$ cat config.mk
export PLATFORM = sky130hd
export DESIGN_NAME = irq_dma_routing_gate
export DESIGN_NICKNAME = d
export VERILOG_FILES = /design/src/design/irq_dma_routing_pkg.sv /design/src/design/irq_dma_addr_match.sv /design/src/design/irq_dma_routing_gate.sv
export SDC_FILE = /design/constraint.sdc
export NUM_CORES = 1
export LEC_CHECK = 0
export CAP_MARGIN = 20
export CORE_MARGIN = 8
export CORE_UTILIZATION = 50
export DETAILED_ROUTE_END_ITERATION = 7
export DONT_BUFFER_PORTS = 1
export PLACE_DENSITY_LB_ADDON = 0.1
export SLEW_MARGIN = 15
export SYNTH_ARGS = -nofsm -noshare
export SYNTH_HDL_FRONTEND = slang
export SYNTH_SLANG_ARGS = --single-unit
$ cat constraint.sdc
create_clock -name i_clk_sys -period 4.89 [get_ports i_clk_sys]
set_clock_uncertainty 0.2 [all_clocks]
set_input_delay 0.2445 -clock i_clk_sys [delete_from_list [all_inputs] [get_ports i_clk_sys]]
set_output_delay 0.2445 -clock i_clk_sys [all_outputs]
set_load 0.02 [all_outputs]
$ cat src/design/irq_dma_routing_pkg.sv
// Shared constants, types and per-device tables for the routing gate.
// Assumes one system clock; all users import the whole package.
package irq_dma_routing_pkg;

  // Logical device numbers
  localparam int NUM_LDN  = 11;        // Devices handled by the gate
  localparam int LDN_FDC  = 0;         // Floppy controller
  localparam int LDN_IDE1 = 1;         // First disk channel
  localparam int LDN_IDE2 = 2;         // Second disk channel
  localparam int LDN_PAR  = 3;         // Parallel port
  localparam int LDN_SER1 = 4;         // First serial port
  localparam int LDN_SER2 = 5;         // Second serial port
  localparam int LDN_RTC  = 6;         // Real time clock
  localparam int LDN_KBD  = 7;         // Keyboard controller
  localparam int LDN_AUX  = 8;         // Game port and address logic
  localparam int LDN_TWB  = 9;         // Two-wire host bus block
  localparam int LDN_ACPI = 10;        // Power management block

  // Configuration register indices
  localparam logic [7:0] IDX_ACTIVATE = 8'h30; // Activate bit 0
  localparam logic [7:0] IDX_BASE_HI  = 8'h60; // Primary base high
  localparam logic [7:0] IDX_BASE_LO  = 8'h61; // Primary base low
  localparam logic [7:0] IDX_BASE2_HI = 8'h62; // Secondary base high
  localparam logic [7:0] IDX_BASE2_LO = 8'h63; // Secondary base low
  localparam logic [7:0] IDX_IRQ_SEL  = 8'h70; // Interrupt level select
  localparam logic [7:0] IDX_DMA_SEL  = 8'h74; // DMA channel select

  // Reset values and codes
  localparam logic [3:0] IRQ_SEL_RESET  = 4'h0; // No interrupt
  localparam logic [2:0] DMA_SEL_RESET  = 3'h4; // No channel
  localparam logic [3:0] IRQ_CODE_NONE  = 4'h0; // Selects nothing
  localparam logic [3:0] IRQ_CODE_RSVD  = 4'h2; // Reserved level
  localparam logic [3:0] IRQ_CODE_SCI   = 4'hD; // Power block only
  localparam logic [2:0] DMA_CHAN_LAST  = 3'h3; // Highest channel
  localparam int         NUM_IRQ        = 16;   // Host interrupt lines
  localparam int         NUM_DMA        = 4;    // Host DMA channels

  // Address decode
  localparam logic [15:0] CMP_LEGACY = 16'h0FFF; // Twelve low bits
  localparam logic [15:0] CMP_FULL   = 16'hFFFF; // Power block bits
  localparam logic [15:0] ACPI2_IGN  = 16'h0007; // Eight byte block

  // Power block primary offsets
  localparam logic [3:0] PM_STS   = 4'h0; // Status pair
  localparam logic [3:0] PM_EN    = 4'h2; // Enable pair
  localparam logic [3:0] PM_CNT   = 4'h4; // Control pair
  localparam logic [3:0] PM_RSV_A = 4'h6; // Reserved
  localparam logic [3:0] PM_RSV_B = 4'h7; // Reserved
  localparam logic [3:0] PM_TMR   = 4'h8; // Timer bytes start
  localparam logic [3:0] PM_LAST  = 4'hB; // Timer bytes end
  // Power block secondary offsets
  localparam logic [2:0] SCI_STS  = 3'h0; // Control status pair
  localparam logic [2:0] SCI_EN   = 3'h2; // Control enable pair
  localparam logic [2:0] MSC_STS  = 3'h4; // Misc status
  localparam logic [2:0] SCI_RSV  = 3'h5; // Reserved
  localparam logic [2:0] MSC_EN   = 3'h6; // Misc enable
  localparam logic [2:0] SCI_RSV7 = 3'h7; // Unlisted
  // Two-wire block offsets
  localparam logic [1:0] TWB_CSR  = 2'h0; // Control and status
  localparam logic [1:0] TWB_OWN  = 2'h1; // Own address
  localparam logic [1:0] TWB_DATA = 2'h2; // Data
  localparam logic [1:0] TWB_CLK  = 2'h3; // Clock

  // Parallel extended control modes with interrupt forced on
  localparam logic [2:0] ECR_FIFO = 3'b010; // Fifo mode
  localparam logic [2:0] ECR_ECP  = 3'b011; // Extended mode
  localparam logic [2:0] ECR_TEST = 3'b110; // Test mode

  // Per-device decode tables, index is the device number
  localparam logic [15:0] IGN_MASK [NUM_LDN] = '{16'h0007, 16'h0007,
    16'h0007, 16'h0007, 16'h0007, 16'h0007, 16'h0001, 16'h0004,
    16'h0000, 16'h0003, 16'h000F};
  localparam logic [15:0] MIN_BASE [NUM_LDN] = '{16'h0100, 16'h0100,
    16'h0100, 16'h0100, 16'h0100, 16'h0100, 16'h0000, 16'h0000,
    16'h0000, 16'h0000, 16'h0000};
  localparam logic [15:0] FIX_BASE [NUM_LDN] = '{16'h0000, 16'h0000,
    16'h0000, 16'h0000, 16'h0000, 16'h0000, 16'h0070, 16'h0060,
    16'h0000, 16'h0000, 16'h0000};
  localparam logic [10:0] FIXED_LDN = 11'h0C0; // Clock and keyboard

  // Parallel port operating mode
  typedef enum logic [1:0] {
    PAR_SPP = 2'b00,                    // Standard
    PAR_EPP = 2'b01,                    // Enhanced
    PAR_ECP = 2'b10                     // Extended capability
  } par_mode_t;

  // Configuration access request
  typedef struct packed {
    logic       wr;                     // Write strobe
    logic       rd;                     // Read strobe
    logic [3:0] ldn;                    // Selected device
    logic [7:0] index;                  // Register index
    logic [7:0] wdata;                  // Write data
  } cfg_req_t;

  // Floppy block gating bits
  typedef struct packed {
    logic floppy_dma_gate;              // Gate bit of output control
    logic powerdown;                    // Controller powered down
  } fdc_ctrl_t;

  // Parallel block gating bits
  typedef struct packed {
    par_mode_t  mode;                   // Operating mode
    logic       parallel_irq_enable;    // Control port enable
    logic [2:0] ecr_mode;               // Extended control mode
    logic       parallel_service_interrupt; // Service bit
    logic       parallel_dma_enable;    // DMA enable bit
  } par_ctrl_t;

  // Serial block gating bits
  typedef struct packed {
    logic [3:0] serial_interrupt_enable; // Low enable bits
    logic       serial_user_output_two;  // Modem control out two
  } ser_ctrl_t;

endpackage

$ cat src/design/irq_dma_addr_match.sv
// Base address comparator for one logical device block.
// Assumes the base is held stable by configuration logic.
module irq_dma_addr_match #(
  parameter logic [15:0] IGNORE  = 16'h0007, // Offset bits
  parameter logic [15:0] CMP     = 16'h0FFF, // Compared bits
  parameter logic [15:0] MINBASE = 16'h0100  // Lowest legal base
) (
  input  wire logic [15:0] i_addr,   // Host address
  input  wire logic [15:0] i_base,   // Programmed base
  input  wire logic        i_enable, // Cycle qualifier
  output logic             o_valid,  // Base is legal
  output logic             o_match   // Address in block
);

  logic [15:0] diff;                 // Differing address bits

  // Legal base: above the floor and aligned to the block
  always_comb begin
    o_valid = ((i_base & CMP) >= MINBASE) && ((i_base & IGNORE) == 16'h0000);
  end

  // Only the compared bits above the block offset count
  always_comb begin
    diff    = (i_addr ^ i_base) & CMP & ~IGNORE;
    o_match = i_enable && o_valid && (diff == 16'h0000);
  end

endmodule // irq_dma_addr_match

$ cat src/design/irq_dma_routing_gate.sv
// Interrupt and DMA routing gate with block address decoding.
// Assumes synchronous host signals on the one system clock.
//
// Notes on behaviour
// - Level select low nibble picks line; zero none
// - Codes map to lines; 2 reserved, 13 power only
// - Lines active high, parallel enhanced and extended modes excepted
// - Interrupt needs nonzero level and device enable
// - Floppy needs gate bit and power up
// - Parallel standard modes need control enable
// - Extended mode also needs service bit clear
// - Extended mode DMA request needs DMA enable
// - Modes 010/011/110 force interrupt on
// - Serial needs enable bit and out two
// - Serial out two low floats its interrupt
// - Unselected interrupt pins float
// - Channel select low three bits, reset four
// - Channel active for codes 0-3 with enable
// - Unselected DMA request pins float
// - Block disables add to activate and base
// - Base decode uses twelve low address bits, power block all sixteen
// - Power block sixteen byte aligned layout
// - Power secondary block eight byte layout
// - Soft reset clears activate bits, leaves other registers alone
module irq_dma_routing_gate
  import irq_dma_routing_pkg::*;
(
  input  wire logic                  i_clk_sys,     // System clock
  input  wire logic                  i_rst_n,       // Hard reset, low
  input  wire logic                  i_soft_rst,    // Soft reset pulse
  input  wire irq_dma_routing_pkg::cfg_req_t i_cfg, // Config access
  output logic [7:0]                 o_cfg_rdata,   // Config read data
  input  wire logic [15:0]           i_io_addr,     // Host address
  input  wire logic                  i_io_aen,      // DMA owns bus, high
  output logic [10:0]                o_dev_sel,     // Primary block hit
  output logic                       o_acpi2_sel,   // Power second hit
  output logic [3:0]                 o_io_offset,   // Low four address bits
  input  wire logic [10:0]           i_dev_irq,     // Raw device irqs
  input  wire logic                  i_fdc_drq,     // Floppy request
  input  wire logic                  i_parallel_dma_request, // Par req
  input  wire irq_dma_routing_pkg::fdc_ctrl_t i_fdc, // Floppy gating
  input  wire irq_dma_routing_pkg::par_ctrl_t i_par, // Parallel gating
  input  wire irq_dma_routing_pkg::ser_ctrl_t i_ser1, // Serial 1 gating
  input  wire irq_dma_routing_pkg::ser_ctrl_t i_ser2, // Serial 2 gating
  input  wire logic [3:0]            i_dack_n,      // Host acks, low
  output logic [15:0]                o_irq_pin,     // Interrupt levels
  output logic [15:0]                o_irq_oe,      // Interrupt drive
  output logic [3:0]                 o_dma_request_pin, // DMA requests
  output logic [3:0]                 o_dma_request_oe,  // Request drive
  output logic                       o_fdc_dack_n,  // Floppy ack, low
  output logic                       o_par_dack_n   // Parallel ack, low
);

  // Configuration state per device
  logic [NUM_LDN-1:0] act;             // Activate bits
  logic [15:0]        base [NUM_LDN];  // Primary bases
  logic [3:0]         irq_sel [NUM_LDN]; // Level selects
  logic [2:0]         dma_sel [NUM_LDN]; // Channel selects
  logic [15:0]        acpi_base2;      // Power secondary base

  // Decode results
  logic [NUM_LDN-1:0] base_ok;         // Base legal per device
  logic [NUM_LDN-1:0] raw_hit;         // Address in block
  logic               acpi2_ok;        // Secondary base legal
  logic               acpi2_raw;       // Address in secondary
  logic [NUM_LDN-1:0] next_sel;        // Qualified hits
  logic               next_sel2;       // Qualified secondary hit

  // Routing results
  logic [NUM_LDN-1:0] irq_en;          // Device drives its line
  logic [NUM_LDN-1:0] irq_val;         // Level it drives
  logic [15:0]        next_irq_oe;     // Pin drive enables
  logic [15:0]        next_irq_pin;    // Pin levels
  logic               fdc_dma_on;      // Floppy channel live
  logic               par_dma_on;      // Parallel channel live
  logic [3:0]         next_drq_oe;     // Request drive enables
  logic [3:0]         next_drq_pin;    // Request levels
  logic               par_irq_ok;      // Parallel enable result
  logic               par_low;         // Parallel active low mode

  // Configuration writes; hard reset restores all defaults, soft reset only activate
  always_ff @(posedge i_clk_sys) begin
    if (!i_rst_n) begin
      act        <= '0;
      acpi_base2 <= 16'h0000;
      for (int i = 0; i < NUM_LDN; i++) begin
        base[i]    <= 16'h0000;
        irq_sel[i] <= IRQ_SEL_RESET;
        dma_sel[i] <= DMA_SEL_RESET;
      end
    end else if (i_soft_rst) begin
      // Soft reset only drops activation, selects stay        
      act <= '0;
    end else if (i_cfg.wr) begin
      for (int i = 0; i < NUM_LDN; i++) begin
        if (i_cfg.ldn == 4'(i)) begin
          case (i_cfg.index)
            IDX_ACTIVATE: act[i] <= i_cfg.wdata[0];
            IDX_BASE_HI:  base[i][15:8] <= i_cfg.wdata;
            IDX_BASE_LO:  base[i][7:0]  <= i_cfg.wdata;
            IDX_IRQ_SEL:  irq_sel[i] <= i_cfg.wdata[3:0];
            IDX_DMA_SEL:  dma_sel[i] <= i_cfg.wdata[2:0];
            default: ;                   // Other indices ignored
          endcase
        end
      end
      // Secondary base exists only for the power block
      if (i_cfg.ldn == 4'(LDN_ACPI)) begin
        if (i_cfg.index == IDX_BASE2_HI) begin
          acpi_base2[15:8] <= i_cfg.wdata;
        end else if (i_cfg.index == IDX_BASE2_LO) begin
          acpi_base2[7:0] <= i_cfg.wdata;
        end
      end
    end
  end

  // Configuration reads, registered, reserved bits zero
  always_ff @(posedge i_clk_sys) begin
    if (!i_rst_n) begin
      o_cfg_rdata <= 8'h00;
    end else if (i_cfg.rd) begin
      o_cfg_rdata <= 8'h00;
      for (int i = 0; i < NUM_LDN; i++) begin
        if (i_cfg.ldn == 4'(i)) begin
          if (i_cfg.index == IDX_ACTIVATE) begin
            o_cfg_rdata <= {7'h00, act[i]};
          end else if (i_cfg.index == IDX_BASE_HI) begin
            o_cfg_rdata <= base[i][15:8];
          end else if (i_cfg.index == IDX_BASE_LO) begin
            o_cfg_rdata <= base[i][7:0];
          end else if (i_cfg.index == IDX_IRQ_SEL) begin
            o_cfg_rdata <= {4'h0, irq_sel[i]};
          end else if (i_cfg.index == IDX_DMA_SEL) begin
            o_cfg_rdata <= {5'h00, dma_sel[i]};
          end else if (i == LDN_ACPI && i_cfg.index == IDX_BASE2_HI) begin
            o_cfg_rdata <= acpi_base2[15:8];
          end else if (i == LDN_ACPI && i_cfg.index == IDX_BASE2_LO) begin
            o_cfg_rdata <= acpi_base2[7:0];
          end
        end
      end
    end
  end

  // One comparator per device block
  generate
    for (genvar g = 0; g < NUM_LDN; g++) begin : g_dec
      irq_dma_addr_match #(
        .IGNORE  (IGN_MASK[g]),
        .CMP     ((g == LDN_ACPI) ? CMP_FULL : CMP_LEGACY),
        .MINBASE (MIN_BASE[g])
      ) u_match (
        .i_addr   (i_io_addr),
        .i_base   (FIXED_LDN[g] ? FIX_BASE[g] : base[g]),
        .i_enable (act[g] && !i_io_aen),
        .o_valid  (base_ok[g]),
        .o_match  (raw_hit[g])
      );
    end
  endgenerate

  // Power block secondary comparator
  irq_dma_addr_match #(
    .IGNORE  (ACPI2_IGN),
    .CMP     (CMP_FULL),
    .MINBASE (16'h0000)
  ) u_acpi2 (
    .i_addr   (i_io_addr),
    .i_base   (acpi_base2),
    .i_enable (act[LDN_ACPI] && !i_io_aen),
    .o_valid  (acpi2_ok),
    .o_match  (acpi2_raw)
  );

  // Strip reserved holes from the power blocks; the two-wire block has none
  always_comb begin
    next_sel = raw_hit;
    // Two-wire block: four registers at offsets zero to three
    next_sel[LDN_TWB] = raw_hit[LDN_TWB] &&
      (i_io_addr[1:0] inside {TWB_CSR, TWB_OWN,
      TWB_DATA, TWB_CLK});
    // Primary power block: pairs, two reserved, four timer bytes
    next_sel[LDN_ACPI] = raw_hit[LDN_ACPI] &&
      (i_io_addr[3:0] <= PM_LAST) &&
      (i_io_addr[3:0] != PM_RSV_A) &&
      (i_io_addr[3:0] != PM_RSV_B);
    // Secondary power block: six byte offsets, holes at 5 and 7
    next_sel2 = acpi2_raw &&
      acpi2_ok &&
      (i_io_addr[2:0] != SCI_RSV) &&
      (i_io_addr[2:0] != SCI_RSV7);
  end

  // Registered decode outputs
  always_ff @(posedge i_clk_sys) begin
    if (!i_rst_n) begin
      o_dev_sel   <= '0;
      o_acpi2_sel <= 1'b0;
      o_io_offset <= 4'h0;
    end else begin
      o_dev_sel   <= next_sel;
      o_acpi2_sel <= next_sel2;
      // Raw address bits, not in-block
      o_io_offset <= i_io_addr[3:0];
    end
  end

  // Parallel interrupt enable by mode
  always_comb begin
    par_low    = (i_par.mode != PAR_SPP);
    par_irq_ok = i_par.parallel_irq_enable;
    if (i_par.mode == PAR_ECP) begin
      // Some extended modes force the enable on
      if (i_par.ecr_mode inside {ECR_FIFO, ECR_ECP, ECR_TEST}) begin
        par_irq_ok = 1'b1;
      end
      // Service bit must be clear as well
      par_irq_ok = par_irq_ok &&
        !i_par.parallel_service_interrupt;
    end
  end

  // Per-device interrupt gating
  always_comb begin
    for (int i = 0; i < NUM_LDN; i++) begin
      // Configuration level: active, legal base, usable code
      irq_en[i] = act[i] && base_ok[i] &&
                  (irq_sel[i] != IRQ_CODE_NONE) &&
                  (irq_sel[i] != IRQ_CODE_RSVD) &&
                  ((irq_sel[i] != IRQ_CODE_SCI) ||
                   (i == LDN_ACPI));
      irq_val[i] = i_dev_irq[i];
      case (i)
        LDN_FDC: begin
          // Floppy needs its gate bit and power
          irq_en[i] = irq_en[i] && i_fdc.floppy_dma_gate &&
                      !i_fdc.powerdown;
        end
        LDN_PAR: begin
          irq_en[i]  = irq_en[i] && par_irq_ok;
          irq_val[i] = par_low ? !i_dev_irq[i] :
            i_dev_irq[i];
        end
        LDN_SER1: begin
          irq_en[i] = irq_en[i] && (|i_ser1.serial_interrupt_enable) &&
                      i_ser1.serial_user_output_two;
        end
        LDN_SER2: begin
          irq_en[i] = irq_en[i] && (|i_ser2.serial_interrupt_enable) &&
                      i_ser2.serial_user_output_two;
        end
        LDN_AUX: begin
          irq_en[i] = 1'b0;
        end
        default: begin
          irq_en[i] = irq_en[i];
        end
      endcase
    end
  end

  // One driver check per host interrupt line
  generate
    for (genvar n = 0; n < NUM_IRQ; n++) begin : g_irq
      always_comb begin
        next_irq_oe[n]  = 1'b0;
        next_irq_pin[n] = 1'b0;
        // Any owner may raise it
        for (int i = 0; i < NUM_LDN; i++) begin
          if (irq_en[i] && (irq_sel[i] == 4'(n))) begin
            next_irq_oe[n]  = 1'b1;
            next_irq_pin[n] = next_irq_pin[n] | irq_val[i];
          end
        end
      end
    end
  endgenerate

  // Interrupt pins, floating when nobody owns them
  always_ff @(posedge i_clk_sys) begin
    if (!i_rst_n) begin
      o_irq_oe  <= 16'h0000;
      o_irq_pin <= 16'h0000;
    end else begin
      o_irq_oe  <= next_irq_oe;
      o_irq_pin <= next_irq_pin;
    end
  end

  // DMA channel ownership for the two users
  always_comb begin
    fdc_dma_on = act[LDN_FDC] && base_ok[LDN_FDC] &&
                 (dma_sel[LDN_FDC] <= DMA_CHAN_LAST) &&
                 i_fdc.floppy_dma_gate && !i_fdc.powerdown;
    par_dma_on = act[LDN_PAR] && base_ok[LDN_PAR] &&
                 (dma_sel[LDN_PAR] <= DMA_CHAN_LAST) &&
                 i_par.parallel_dma_enable;
  end

  // One driver check per host DMA channel
  generate
    for (genvar c = 0; c < NUM_DMA; c++) begin : g_dma
      always_comb begin
        next_drq_oe[c]  = 1'b0;
        next_drq_pin[c] = 1'b0;
        // Floppy request is ignored unless its gate is open
        if (fdc_dma_on && (dma_sel[LDN_FDC] == 3'(c))) begin
          next_drq_oe[c]  = 1'b1;
          next_drq_pin[c] = i_fdc_drq;
        end
        // Parallel request follows its enable in every mode
        if (par_dma_on && (dma_sel[LDN_PAR] == 3'(c))) begin
          next_drq_oe[c]  = 1'b1;
          next_drq_pin[c] = next_drq_pin[c] | i_parallel_dma_request;
        end
      end
    end
  endgenerate

  // DMA request pins and gated acknowledges
  always_ff @(posedge i_clk_sys) begin
    if (!i_rst_n) begin
      o_dma_request_oe  <= 4'h0;
      o_dma_request_pin <= 4'h0;
      o_fdc_dack_n      <= 1'b1;
      o_par_dack_n      <= 1'b1;
    end else begin
      o_dma_request_oe  <= next_drq_oe;
      o_dma_request_pin <= next_drq_pin;
      // Acknowledge passes only to the live owner
      // Live owner means select 0-3
      o_fdc_dack_n <= !(fdc_dma_on &&
                        !i_dack_n[dma_sel[LDN_FDC][1:0]]);
      o_par_dack_n <= !(par_dma_on &&
                        !i_dack_n[dma_sel[LDN_PAR][1:0]]);
    end
  end

endmodule // irq_dma_routing_gate

==> impl_metrics.yaml <==
logic_synthesis:
  yosys-top-cells-area: "edfxtp_1, dfxtp_1, nor2_1, xnor2_1, nand2_1"
  async_flop_share_pct: 0
  syn_inst: 1903
  avgSynthCellArea_sq_um: 9.66
  syn_area_sq_mm: 0.0184
  yosys.area.top_type_share_pct: 41.3
  yosysSeqAreaShare_pct: 51.5
  synthFlopType: "edfxtp_1"
  yosys_warnings: 0
  ys_types: 80
  synth_edf_count: 253
  ys_ff_latch: 346
  yosysTopAreaCell: "edfxtp_1"
place:
  dp_cells: 2258
  dpl.hpwl_mm: 48.4
  place.gp.congestion: 0.993
  io_buffer_count: 0
  pre_cts_slack_ps: 1360
critical_path:
  r2r_slack_ps: 1340
  path_cells: "nand2b_1, nor4_1, nor4b_1, and3_1, nand3_1, nand4_1, dlygate4sd3_1, o21a_1"
  worst_path_max_delay_cell: "nor4_1"
  critical_path.top_delay_family: "simple AND/OR/NAND/NOR gates"
  cp.arrival_ps: 3850
  required_ps: 5190
  reg2reg_depth: 8
  r2r_start: "base[0][80]"
  end_kind: "flip-flop"
  cp.depth: 8
  critPathMaxStageDelay_ps: 750
  critPathMaxFanout: 8
  crit_type: "flip-flop to flip-flop"
  r2r_end: "o_irq_pin[7]"
  worstPathBufferInverterCount: 1
  worstSetupStartpointType: "flip-flop"
power:
  p_seq_share_pct: 51.5
  power_w: 0.00661
  pwr-share-comb_pct: 6.7
  p_int_w: 0.00497
  power_density_mw_per_mm2: 319
  switching_power_w: 0.00163
  leakage_nw: 6.55
  clkPwrFrac_pct: 41.8
  ir_worst_vdd_uv: 301
  swShare_pct: 24.7
global_routing:
  grt_usage_pct: 30.9
  grt_pass1_vias: 15200
  grt_pass1_wl_mm: 101
  grt_start_max_net_pins: 113
  grt-ovfl-total: 0
  antenna_found_initial: 1
clocking:
  cts_buffers: 38
  cts-root-buf: "clkbuf_16"
  clk_pin_slew_ps: 60
  clock-sinks: 346
  cts_resized: 0
  post_cts_buffers: 0
  cts_tree: "built"
  cts_hold_buffers: 85
  clock_latency_ps: 580
  h-tree-depth: 2
  cts_max_path_buffers: 3
finish:
  mostFrequentLayoutCells: "nor2_1, edfxtp_1, nand2_1"
  final_common_cell: "nor2_1"
  stdcell_count: 2415
  area_growth_syn_to_layout_pct: 12.6
  fillers: 3205
  drive_gt1_share_pct: 5.40
  fin_nets: 1995
route:
  drtIter0Drc: 2116
  drc: 0
  viasPerCell: 6.63
  drt_wl_total_mm: 69.0
  post_drt_wl_per_cell_microns: 28.6
  firstDrtPassIters: 6
  via_count: 16000
  final_antenna_net_count: 0
floorplan:
  core_sq_mm: 0.0364
  die_w_microns: 208
  die-area_sq_mm: 0.0431
  start_util_pct: 50.4
  rows: 70
  ios: 145
  dieHeight_microns: 208
timing:
  worstMarginPinSlew_ps: 1030
  fin_crit_ps: 3550
  period_share_pct: 72.6
  hold_slack_ps: 23.9
  fmax_mhz: 282
  fin_setup_tns_ps: 0
  slew_violations: 0
  finalSetupViolCount: 0
  rsz0062_at_grt: "no"
  setup_slack_ps: 1340
  slew_headroom_pct: 31.0
  hold_viol: 0
min_path:
  min_path_cells: 5
  hold_path_end: "o_irq_pin[11]"
  hp-start: "i_dev_irq[9]"
  hold_path_class: "input pin to flip-flop"
run_status:
  status: "finished clean"
flow_run:
  maxCapViolCount: 0
[metrics by stage]
stage,utilization [%],instance area (sq um)
after CTS,56.8,20700
after global placement,51.1,18600
after detailed placement,51.1,18600
after floorplan,-,18400
after global routing,56.8,20700
final,56.8,20700
[worst reg2reg max path, cell delays in order, from the launching register on]
cell	delay (ps)
edfxtp_1	380
nand2b_1	150
nor4_1	750
nor4b_1	680
and3_1	460
nand3_1	120
nand4_1	100
dlygate4sd3_1	550
o21a_1	100
[kinds of logic after synthesis]
kind of cell	after synthesis	share of synthesized area (%)
XOR/XNOR	102	4.86
AND/OR/NAND/NOR	831	21.9
multiplexers	63	3.61
flip-flops	346	51.5
other	1	0.0204
AO/OA/AOI/OAI	393	14.6
buffers and inverters	167	3.50
[worst max path at each step]
stage / start / end / slack [ps]
global placement: i_cfg[8] / o_cfg_rdata[2] / 1380
global route: base[0][80] / o_irq_pin[7] / 1220
finish: base[0][80] / o_irq_pin[7] / 1340
floorplan: i_cfg[11] / base[0][48] / 2180
detailed placement: i_cfg[8] / o_cfg_rdata[2] / 1360
CTS: base[0][50] / o_irq_pin[4] / 1430
[registers in the layout, indices dropped and copies added (netlist names)]
register,cells
acpi_base2,16
act,11
o_dma_request_oe,4
o_acpi2_sel,1
o_par_dack_n,1
dma_sel,33
o_io_offset,4
o_cfg_rdata,8
o_dev_sel,11
base,176
o_fdc_dack_n,1
o_dma_request_pin,4
irq_sel,44
o_irq_oe,16
o_irq_pin,16
[power groups by stage]
stage / clock network, W / registers, W / logic [W]
6_report: 0.00276 / 0.00340 / 0.000443
5_1_grt: 0.00289 / 0.00341 / 0.000473
4_1_cts: 0.00279 / 0.00339 / 0.000435
3_5_place_dp: 0 / 0.00346 / 0.000345
3_3_place_gp: 0 / 0.00345 / 0.000341
2_1_floorplan: 0 / 0.00338 / 0.000326
[Yosys cell counts, types with 12 or more instances]
cell / count
nand3b_1: 17
and2_1: 13
xnor2_1: 86
o221ai_1: 16
nor2b_1: 41
o21ai_0: 60
clkbuf_1: 119
nor3_1: 27
o31a_1: 18
xor2_1: 16
a22oi_1: 52
mux2i_1: 55
o211ai_1: 12
o22ai_1: 97
nor4_1: 30
inv_1: 22
nand3_1: 76
edfxtp_1: 253
buf_2: 13
a221oi_1: 18
a21oi_1: 44
nand2_1: 168
buf_1: 12
nand2b_1: 28
nand4_1: 39
dfxtp_1: 93
nor2_1: 313
nor3b_1: 14
[area by class of cell]
type	instances	area (sq um)	share of cell area [%]
Sequential cell	346	9460	45.7
Multi-Input combinational cell	1393	8290	40.1
Timing Repair Buffer	114	1080	5.24
Clock buffer	59	1080	5.23
Tap cell	468	586	2.83
Clock inverter	11	98.8	0.478
Inverter	23	86.3	0.417
Antenna cell	1	2.50	0.0121
[metal layers]
layer	vias to the layer above	routed length [microns]	track usage (%)
li1	7070	-	-
met1	7805	26800	39.6
met2	949	32600	50.5
met3	188	5680	4.27
met4	0	3900	16.7
met5	-	0	0
No activity file was read; power rests on OpenSTA's default activity.
